`src/pkg/port_pkg.sv`:
```
/*
 * constants, register map and bus carrier of the port latch and
 * pull-up block.
 * assumes a cpu-side request that lasts one clock per access.
 */
package port_pkg;

   localparam int NPORT = 8;
   localparam int NBIT  = 8;

   // order of the slots: ports 0, 1, 2, 3, 4, 6, 7, 12
   localparam logic [15:0] LATCH_ADDR [NPORT] = '{
      16'hFF00, 16'hFF01, 16'hFF02, 16'hFF03,
      16'hFF04, 16'hFF06, 16'hFF07, 16'hFF0C};
   localparam logic [15:0] DIR_ADDR [NPORT] = '{
      16'hFF20, 16'hFF21, 16'hFF22, 16'hFF23,
      16'hFF24, 16'hFF26, 16'hFF27, 16'hFF2C};
   localparam logic [15:0] PULLUP_ADDR [NPORT] = '{
      16'hFF30, 16'hFF31, 16'h0000, 16'hFF33,
      16'hFF34, 16'h0000, 16'hFF37, 16'hFF3C};
   localparam logic PULLUP_PRESENT [NPORT] = '{
      1'h1, 1'h1, 1'h0, 1'h1, 1'h1, 1'h0, 1'h1, 1'h1};

   // implemented pin bits per port
   localparam logic [7:0] PIN_MASK [NPORT] = '{
      8'h03, 8'hFF, 8'h0F, 8'h0F, 8'h03, 8'h0F, 8'h03, 8'h07};
   // bits that carry an on-chip pull-up
   localparam logic [7:0] PULLUP_MASK [NPORT] = '{
      8'h03, 8'hFF, 8'h00, 8'h0F, 8'h03, 8'h00, 8'h03, 8'h01};
   // n-channel open-drain bits
   localparam logic [7:0] OPEN_DRAIN_MASK [NPORT] = '{
      8'h00, 8'h00, 8'h00, 8'h00, 8'h00, 8'h03, 8'h00, 8'h00};

   localparam int         CLK_PORT_IDX  = 7;
   localparam logic [7:0] CLK_PIN_MASK  = 8'h06;

   localparam logic [7:0] LATCH_RESET   = 8'h00;
   localparam logic [7:0] PULLUP_RESET  = 8'h00;
   localparam logic [7:0] DIR_RESET     = 8'hFF;
   localparam logic [7:0] RDATA_UNMAPPED = 8'h00;

   typedef enum logic [1:0] {
      KIND_NONE   = 2'b00,
      KIND_LATCH  = 2'b01,
      KIND_DIR    = 2'b10,
      KIND_PULLUP = 2'b11
   } reg_kind_t;

   typedef struct packed {
      logic [15:0] addr;
      logic [7:0]  wdata;
      logic        wr;
      logic        rd;
      logic        bit_op;
      logic [2:0]  bit_sel;
   } cpu_req_t;

endpackage

```
`src/hdl/port_regs.sv`:
```
/*
 * port output latches and direction selects for eight gpio ports, pull-up
 * options for six of them, with pin drive, pin enable and pull-up controls.
 * assumes a cpu that issues one-clock read or write requests and pins
 * that arrive asynchronously to CLK.
 */
// Notes on behaviour
// RL1: output-mode pins driven from latch bit
// RL2: input-mode bits read the live pin
// RL3: output-mode bits read the stored latch
// RL4: bit and byte writes both accepted
// RL5: reset clears latches and pull-up options
// RL6: clock pins read zero in external-clock mode
// RL7: software writes zero to unimplemented latch bits
// RL8: pull-up only when bit set and input
// RL9: no pull-up on outputs or alternate outputs
// RL10: pull-up bit one connects, zero disconnects
// RL11: direction zero drives, one makes input
// RL12: reset sets all direction bits to one
// RL13: input-mode latch write leaves pin untouched
// RL14: bit write on input uses pin level
// RL15: unimplemented bits read zero, ignore writes; direction registers read them as one
module port_regs
(
   input  wire logic                 CLK,
   input  wire logic                 RST,
   input  wire port_pkg::cpu_req_t   CPU_REQ,
   input  wire logic                 EXT_CLK_MODE,
   input  wire logic [7:0][7:0]      ALT_OUT,
   input  wire logic [7:0][7:0]      PIN_IN,
   output logic [7:0]                RDATA,
   output logic                      RVALID,
   output logic [7:0][7:0]           PIN_OUT,
   output logic [7:0][7:0]           PIN_OE,
   output logic [7:0][7:0]           PULLUP_EN
);

   ////////////////////////////////////////////////////////////////////
   // state

   logic [7:0] latch_q  [port_pkg::NPORT];
   logic [7:0] dir_q    [port_pkg::NPORT];
   logic [7:0] pullup_q [port_pkg::NPORT];

   logic [7:0][7:0] sync1_q;
   logic [7:0][7:0] sync2_q;
   logic [7:0][7:0] sync3_q;
   logic [7:0][7:0] pin_q;
   logic [7:0][7:0] pin_d;

   port_pkg::reg_kind_t kind;
   logic [2:0]          slot;
   logic [7:0]          cur_val;
   logic [7:0]          new_val;
   logic [7:0]          rd_view [port_pkg::NPORT];

   ////////////////////////////////////////////////////////////////////
   // pin input: three stages, a change counts once stages 2 and 3 agree

   // stage one may go metastable, so only stage two reads it
   always_ff @(posedge CLK)
   begin
      if (RST)
      begin
         sync1_q <= '0;
      end
      else
      begin
         sync1_q <= PIN_IN;
      end
   end

   always_ff @(posedge CLK)
   begin
      if (RST)
      begin
         sync2_q <= '0;
      end
      else
      begin
         sync2_q <= sync1_q;
      end
   end

   always_ff @(posedge CLK)
   begin
      if (RST)
      begin
         sync3_q <= '0;
      end
      else
      begin
         sync3_q <= sync2_q;
      end
   end

   // a single disagreeing sample is held off, filtering one-clock glitches
   always_comb
   begin
      for (int i = 0; i < port_pkg::NPORT; i++)
      begin
         pin_d[i] = (~(sync2_q[i] ^ sync3_q[i]) & sync3_q[i])
                  | ((sync2_q[i] ^ sync3_q[i]) & pin_q[i]);
      end
   end

   always_ff @(posedge CLK)
   begin
      if (RST)
      begin
         pin_q <= '0;
      end
      else
      begin
         pin_q <= pin_d;
      end
   end

   ////////////////////////////////////////////////////////////////////
   // latch read view, pin for inputs and latch for outputs

   always_comb
   begin
      for (int i = 0; i < port_pkg::NPORT; i++)
      begin
         rd_view[i] = ((dir_q[i] & pin_q[i])         // RL2
                    | (~dir_q[i] & latch_q[i]))      // RL3
                    & port_pkg::PIN_MASK[i];         // RL15
         if (i == port_pkg::CLK_PORT_IDX && EXT_CLK_MODE)
         begin
            rd_view[i] = rd_view[i] & ~port_pkg::CLK_PIN_MASK; // RL6
         end
      end
   end

   ////////////////////////////////////////////////////////////////////
   // address decode

   always_comb
   begin
      kind = port_pkg::KIND_NONE;
      slot = 3'h0;
      for (int i = 0; i < port_pkg::NPORT; i++)
      begin
         if (CPU_REQ.addr == port_pkg::LATCH_ADDR[i])
         begin
            kind = port_pkg::KIND_LATCH;
            slot = i[2:0];
         end
         else if (CPU_REQ.addr == port_pkg::DIR_ADDR[i])
         begin
            kind = port_pkg::KIND_DIR;
            slot = i[2:0];
         end
         else if (port_pkg::PULLUP_PRESENT[i]
                  && CPU_REQ.addr == port_pkg::PULLUP_ADDR[i])
         begin
            kind = port_pkg::KIND_PULLUP;
            slot = i[2:0];
         end
      end
   end

   // current readable value of the addressed register
   always_comb
   begin
      case (kind)
         port_pkg::KIND_LATCH:
            cur_val = rd_view[slot];
         port_pkg::KIND_DIR:
            cur_val = dir_q[slot] | ~port_pkg::PIN_MASK[slot];
         port_pkg::KIND_PULLUP:
            cur_val = pullup_q[slot] & port_pkg::PULLUP_MASK[slot]; // RL15
         default:
            cur_val = port_pkg::RDATA_UNMAPPED;
      endcase
   end

   // bit writes merge into the read view, so an input-mode bit
   // instruction copies pin levels into the latch
   always_comb
   begin
      new_val = CPU_REQ.wdata;
      if (CPU_REQ.bit_op)
      begin
         new_val = cur_val;                          // RL14
         new_val[CPU_REQ.bit_sel] = CPU_REQ.wdata[0]; // RL4
      end
   end

   ////////////////////////////////////////////////////////////////////
   // register writes

   always_ff @(posedge CLK)
   begin
      if (RST)
      begin
         for (int i = 0; i < port_pkg::NPORT; i++)
         begin
            latch_q[i] <= port_pkg::LATCH_RESET;     // RL5
         end
      end
      else if (CPU_REQ.wr && kind == port_pkg::KIND_LATCH)
      begin
         // stored in any mode; the pin follows only in output mode
         latch_q[slot] <= new_val & port_pkg::PIN_MASK[slot]; // RL13
      end
   end

   always_ff @(posedge CLK)
   begin
      if (RST)
      begin
         for (int i = 0; i < port_pkg::NPORT; i++)
         begin
            dir_q[i] <= port_pkg::DIR_RESET;         // RL12
         end
      end
      else if (CPU_REQ.wr && kind == port_pkg::KIND_DIR)
      begin
         dir_q[slot] <= new_val | ~port_pkg::PIN_MASK[slot];
      end
   end

   always_ff @(posedge CLK)
   begin
      if (RST)
      begin
         for (int i = 0; i < port_pkg::NPORT; i++)
         begin
            pullup_q[i] <= port_pkg::PULLUP_RESET;   // RL5
         end
      end
      else if (CPU_REQ.wr && kind == port_pkg::KIND_PULLUP)
      begin
         pullup_q[slot] <= new_val & port_pkg::PULLUP_MASK[slot]; // RL4
      end
   end

   ////////////////////////////////////////////////////////////////////
   // read answer, one clock after the request

   always_ff @(posedge CLK)
   begin
      if (RST)
      begin
         RVALID <= '0;
      end
      else
      begin
         RVALID <= CPU_REQ.rd;
      end
   end

   // data stands until the next read, so a late look still sees it
   always_ff @(posedge CLK)
   begin
      if (RST)
      begin
         RDATA <= port_pkg::RDATA_UNMAPPED;
      end
      else if (CPU_REQ.rd)
      begin
         RDATA <= cur_val;
      end
   end

   ////////////////////////////////////////////////////////////////////
   // pin controls, registered, so they trail register writes by a clock

   always_ff @(posedge CLK)
   begin
      if (RST)
      begin
         PIN_OUT <= '0;
      end
      else
      begin
         for (int i = 0; i < port_pkg::NPORT; i++)
         begin
            PIN_OUT[i] <= latch_q[i] & port_pkg::PIN_MASK[i]; // RL1
         end
      end
   end

   // open-drain bits only sink, so they drive on a zero
   always_ff @(posedge CLK)
   begin
      if (RST)
      begin
         PIN_OE <= '0;
      end
      else
      begin
         for (int i = 0; i < port_pkg::NPORT; i++)
         begin
            PIN_OE[i] <= ~dir_q[i] & port_pkg::PIN_MASK[i]    // RL11
                       & ~(port_pkg::OPEN_DRAIN_MASK[i] & latch_q[i]);
         end
      end
   end

   always_ff @(posedge CLK)
   begin
      if (RST)
      begin
         PULLUP_EN <= '0;
      end
      else
      begin
         for (int i = 0; i < port_pkg::NPORT; i++)
         begin
            PULLUP_EN[i] <= pullup_q[i] & dir_q[i]            // RL8 RL10
                          & ~ALT_OUT[i]                       // RL9
                          & port_pkg::PULLUP_MASK[i];
         end
      end
   end

endmodule

```
`config.mk`:
```
export PLATFORM = sky130hd
export DESIGN_NAME = port_regs
export DESIGN_NICKNAME = d
export VERILOG_FILES = /design/src/pkg/port_pkg.sv /design/src/hdl/port_regs.sv
export SDC_FILE = /design/constraint.sdc
export NUM_CORES = 1
export LEC_CHECK = 0
export BUFFER_PORTS_ARGS = -buffer_cell sky130_fd_sc_hd__buf_2
export CAP_MARGIN = 10
export CORE_ASPECT_RATIO = 1.1
export CORE_MARGIN = 3
export CORE_UTILIZATION = 45
export DETAILED_ROUTE_END_ITERATION = 10
export MAX_ROUTING_LAYER = met4
export PLACE_DENSITY_LB_ADDON = 0.12
export SETUP_SLACK_MARGIN = 0.02
export SYNTH_ARGS = -nofsm -noshare
export SYNTH_HDL_FRONTEND = slang
export SYNTH_SLANG_ARGS = --single-unit
```
`constraint.sdc`:
```
create_clock -name CLK -period 2.5 [get_ports CLK]
set_clock_uncertainty 0.05 [all_clocks]
set_input_delay 0.125 -clock CLK [delete_from_list [all_inputs] [get_ports CLK]]
set_output_delay 0.125 -clock CLK [all_outputs]
set_load 0.02 [all_outputs]
```
==> metrics, run 1 <==
hold wc startpoint=CPU_REQ[9]; Num CTS Buffers=29; DR pass1 iterations=5; maximum vdd drop=0.4469 mV; drt total wl=33,260 um; Yosys top cell by area=dfxtp_1; status=finished, final reports clean; main area contributors after synthesis=dfxtp_1 (35%), edfxtp_1 (21%), buf_4 (7.8%); Gate Count Post-Synth=1,140; detailed-route DRC error count=0; fill count=2,146; Worst-path clk slew=0.06 ns; Die ar.=0.02751 sq mm; Skew-Pair Late Insertion Delay=0.56 ns; share of layout cells above drive strength 1=0.2896; Die H=173.7 um; max-cap violation count=0; leak pwr=6.290 nW; Initial Utilization=0.4642; CTS tree=built; final hold slack=0.1435 ns; Setup crit end kind=flop; Final Critical Period=2.467 ns; initial antenna violation count=0; largest net degree at the start of global routing=80; post-synth top area share=0.3516; average size of a mapped cell=10.09 sq um; Reg2Reg Setup Slack=0.23 ns; H-tree Lvls=1; vias in the first global route=8,452; routability cong.=1.033; CTS sink count=281; EDFF count, synth=79; GRT overflow=0; RSZ-0062 raised after global routing=yes; Rows=60; Final ANT Viol Nets=0; Main synth FF type=dfxtp_1; CTS root buffer=clkbuf_16; setup violators final=0; max-slew violations=0; hold path cells=6; Yosys cell types=73; final period utilization=0.9866; Final Util=0.6118; CP Max Fanout=10; Worst EP arrival=2.73 ns; Synthesis Warnings=0; RR Endpoint=dir_q[1][1]; reg-to-reg startpoint=dir_q[0][1]; Final Hold Fails=0; vias=9,132; post-DP HPWL=23,790 um; Worst Hold Class=input port to flop; Cell Area, Synth=0.01150 sq mm; Setup TNS=0 ns; Max Buffers Root-to-Sink=3; Core ar.=0.02477 sq mm; Worst Tran Pin Value=0.7738 ns; Min-Delay Endpoint=dir_q[3][3]; r2r worst-path depth=9; area grow syn2layout=31.80%; routed len/inst=18.10 um; global-route wire length before repair=48,310 um; PwrDens=678.6 mW/mm^2; final-stage net count=1,664; Required @ worst endpoint=2.76 ns; I/O pin cnt=362; Vias/cell=4.971; Crit Path Category=input port to flop; Post-synth ARST share=0; Worst Setup Start Kind=input port; Rel. slew slack=0.4841; Seq/Total Area, Yosys=0.5579; Fmax achieved=405.4 MHz; Die Wd=158.4 um; # port buffers=166; Iter 0 DRT Violations=560; Total GRT Usage=0.2334; Yosys reg bits=281
per-stage QoR:
stage	instances	total power (W)	area (sq um)	setup slack (ns)
2_1_floorplan	1256	0.005695	11970	-0.1110
3_3_place_gp	1715	0.005912	13290	-0.6312
3_5_place_dp	1715	0.005914	13290	-0.6688
4_1_cts	1827	0.01032	14870	0.01483
5_1_grt	1836	0.01063	15150	-0.01467
6_report	1837	0.01028	15160	0.03342
routing by layer:
layer,routed length [um],track usage
met2,15740,0.3742
met4,1124,0.07888
met5,0,-
met3,2129,0.03446
met1,14260,0.3028
synth_stat cells, drive strengths merged, types with 18 or more instances:
cell type,n
nor2b,125
nor3,39
nand2,118
a211oi,18
o21ai,54
dfxtp,202
edfxtp,79
a21oi,46
nand3,21
mux2i,21
buf,136
nand2b,18
nor2,103
clkbuf,36
layout make-up:
class,instances,area (sq um),share of cell area
clock buffers,48,942.2,0.06216
inverters,1,3.754,0.0002476
flip-flops and latches,281,6416,0.4233
multi-input cells,803,4588,0.3027
diodes,1,2.502,0.0001651
clock inverters,6,45.04,0.002972
well taps,310,387.9,0.02559
repair buffers,387,2771,0.1828
worst max-delay path, cell delays in order:
cell,delay (ns)
buf_2,0.10
or2_4,0.27
or4_4,0.57
a31o_4,0.27
buf_4,0.16
o22ai_1,0.15
a21oi_1,0.10
o2111ai_1,0.13
nand3_2,0.15
o31ai_4,0.29
buf_12,0.16
clkbuf_16,0.18
nand2_1,0.06
kinds of logic (layout without fill, tap and decap cells):
| family | count (synthesis) | in the layout | synth area share |
|---|---|---|---|
| DFF | 281 | 281 | 0.5579 |
| buffers and inverters | 173 | 442 | 0.09999 |
| other | 1 | 118 | 0.0003261 |
| AOI/OAI and AO/OA | 181 | 181 | 0.1085 |
| and+or+nand+nor | 481 | 482 | 0.2130 |
| muxes | 23 | 23 | 0.02024 |
layout by cell type (no fill, tap or decap), drive strengths merged, types with 6 or more instances in the layout:
master	netlist	routed
nor2b	125	125
dfxtp	202	202
nand3	21	21
nor3	39	39
a221oi	9	9
conb	1	117
o21ai	54	54
clkbuf	36	50
nand2b	18	18
or2	11	11
nor2	103	103
buf	136	327
a31oi	7	7
a211oi	18	18
dlygate4sd3	0	58
edfxtp	79	79
o22ai	6	6
mux2i	21	21
or4	5	6
and2	7	7
clkinv	1	6
nor4	14	14
a21oi	46	46
nand2	118	118
where the power goes:
part	internal, W	switching, W	total (W)
Clock	0.00258	0.00177	0.00435
Sequential	0.00486	0.000105	0.00497
Combinational	0.000367	0.000599	0.000966
Total	0.00781	0.00248	0.0103
repair_timing:
action,CTS,global route
hold endpoints to repair,78,0
setup endpoints to repair,31,71
hold buffers,58,0
pin swaps,0,5
cloned,0,3
buffers inserted,0,6
resized for setup,4,29
worst max-delay path by stage:
stage                startpoint       endpoint  cells after the start
CTS                 CPU_REQ[20]  latch_q[6][0]                     12
detailed placement  CPU_REQ[20]  latch_q[6][0]                     12
global route        CPU_REQ[20]    dir_q[0][1]                     14
finish              CPU_REQ[20]    dir_q[1][1]                     13
global placement    CPU_REQ[20]  latch_q[6][1]                     10
floorplan           CPU_REQ[14]    dir_q[1][1]                     10
Power figures use the tool's default switching activity.
==> inputs of run 2 (changes only) <==
CORE_UTILIZATION = 42   (was 45)
==> run 2 against run 1 <==
Compared with the run above:
- sequential share of layout area shrank 0.32 points
- highest routed layer unchanged
- first-iteration DRC count grew 8.0%
- critical path type unchanged
- non-clock buffer count grew 3
==> metrics, run 2 (synthesized netlist as in run 1, its figures left out) <==
status=finished, final reports clean; Total GRT Usage=0.2252; reg-to-reg startpoint=dir_q[0][1]; vias=9,075; total power=0.01037 W; final-stage net count=1,666; CTS root buffer=clkbuf_16; H-tree Lvls=1; CP Max Fanout=8; global-route wire length before repair=50,220 um; Die H=179.5 um; routed len/inst=18.00 um; share of layout cells above drive strength 1=0.3037; GRT overflow=0; detailed-route DRC error count=0; Reg2Reg Setup Slack=0.23 ns; initial antenna violation count=0; Worst Setup SP=CPU_REQ[17]; routability cong.=0.9535; Final Critical Period=2.470 ns; PwrDens=679.2 mW/mm^2; Rel. slew slack=0.2266; Max Buffers Root-to-Sink=3; Setup TNS=0 ns; Iter 0 DRT Violations=605; maximum vdd drop=0.6452 mV; M1 WL=14,620 um; RR Endpoint=dir_q[0][1]; CTS tree=built; Worst Tran Pin Value=1.160 ns; # port buffers=166; Die ar.=0.02940 sq mm; area grow syn2layout=32.81%; max incr delay on CP=0.60 ns; max-cap violation count=0; final period utilization=0.9879; r2r worst-path depth=9; Rows=62; cell-by-cell trace of the critical path=buf_8 -> nand3b_1 -> buf_4 -> or4_4 -> a31o_4 -> buf_6 -> o22ai_2 -> a21oi_1 -> o2111ai_1 -> nand3_2 -> o31ai_4 -> buf_4 -> buf_8 -> nand3_2; final hold slack=0.05379 ns; Final ANT Viol Nets=0; RSZ-0062 raised after global routing=yes; max layer used=met4; Fmax achieved=404.9 MHz; Vias/cell=4.827; Worst-path clk slew=0.06 ns; Core ar.=0.02653 sq mm; max-slew violations=0; post-DP HPWL=24,380 um; Final Hold Fails=0; setup violators final=0; ANT cells=0; CTS sink count=281; Post-Layout Cell Count=1,880; I/O pin cnt=362; wire length on met3=1858 um; leak pwr=6.318 nW; Die Wd=163.8 um; most frequent cells in the layout=dfxtp_1 (202), buf_2 (165), buf_4 (152); Crit Path Category=input port to flop; Worst Hold Class=input port to flop; Worst Setup Start Kind=input port; routed length on met2=16,610 um; Setup crit end kind=flop; Num CTS Buffers=29; DR pass1 iterations=4; Required @ worst endpoint=2.77 ns; Skew-Pair Late Insertion Delay=0.56 ns; post-route cell area=0.01527 sq mm; slowest library cell on the worst path=or4_4; DP Area=0.01333 sq mm; Initial Utilization=0.4335; largest net degree at the start of global routing=227; drt total wl=33,840 um; end of the critical path=dir_q[0][1]; placed cells=1,757; commonest non-fill, non-tap cell in the layout=dfxtp_1; vias in the first global route=8,789; Worst EP arrival=2.74 ns
==> run 2: cell type report <==
type,count,area (sq um)
fill,2374,11260
clock buffer,45,894.6
multi-input combinational,802,4614
tap,352,440.4
sequential,281,6416
timing repair buffer,390,2785
inverter,1,3.754
clock inverter,9,118.9
==> run 2: worst min path at each step <==
stage | startpoint | endpoint | slack [ns] | cells after the start
after detailed placement | ALT_OUT[1] | PULLUP_EN[1] | 0.24 | 2
after floorplan | ALT_OUT[24] | PULLUP_EN[24] | 0.15 | 1
after CTS | CPU_REQ[3] | dir_q[1][7] | 0.13 | 5
after global placement | ALT_OUT[56] | PULLUP_EN[56] | 0.24 | 2
final | RST | RDATA[0] | 0.05 | 3
after global routing | RST | RDATA[3] | 0.13 | 3
==> run 2: timing repair <==
action                                  CTS  global route
setup buffers                             0            12
hold endpoints to repair                 72             0
hold buffers                             55             0
resized for setup                         0            60
endpoints found under the setup margin    0            91
==> run 2: critical path, delay by kind of cell <==
kind | cells | cell delay [ns]
buf+inv | 5 | 0.70
compound gates | 5 | 0.92
simple gates | 4 | 0.97
==> run 2: where the power goes <==
part           internal, W  leakage [nW]  total (W)  switching [W]
registers          0.00487          2.43    0.00497       0.000107
logic             0.000352          3.38   0.000945       0.000594
clock network      0.00268         0.505    0.00446        0.00178
total              0.00790          6.32     0.0104        0.00248
==> run 2: per-stage QoR <==
| stage | utilization | setup WS [ns] |
|---|---|---|
| finish | 0.5757 | 0.03022 |
| global route | 0.5757 | -0.04755 |
| CTS | 0.5613 | 0.04970 |
| detailed placement | 0.5024 | -0.5239 |
| global placement | 0.5024 | -0.5348 |
| floorplan | - | -0.1110 |
==> run 2: metal layers <==
metal	vias up	GRT usage
met3	48	0.02578
met5	-	-
li1	4423	-
met4	0	0.05144
met2	305	0.3728
met1	4299	0.2974
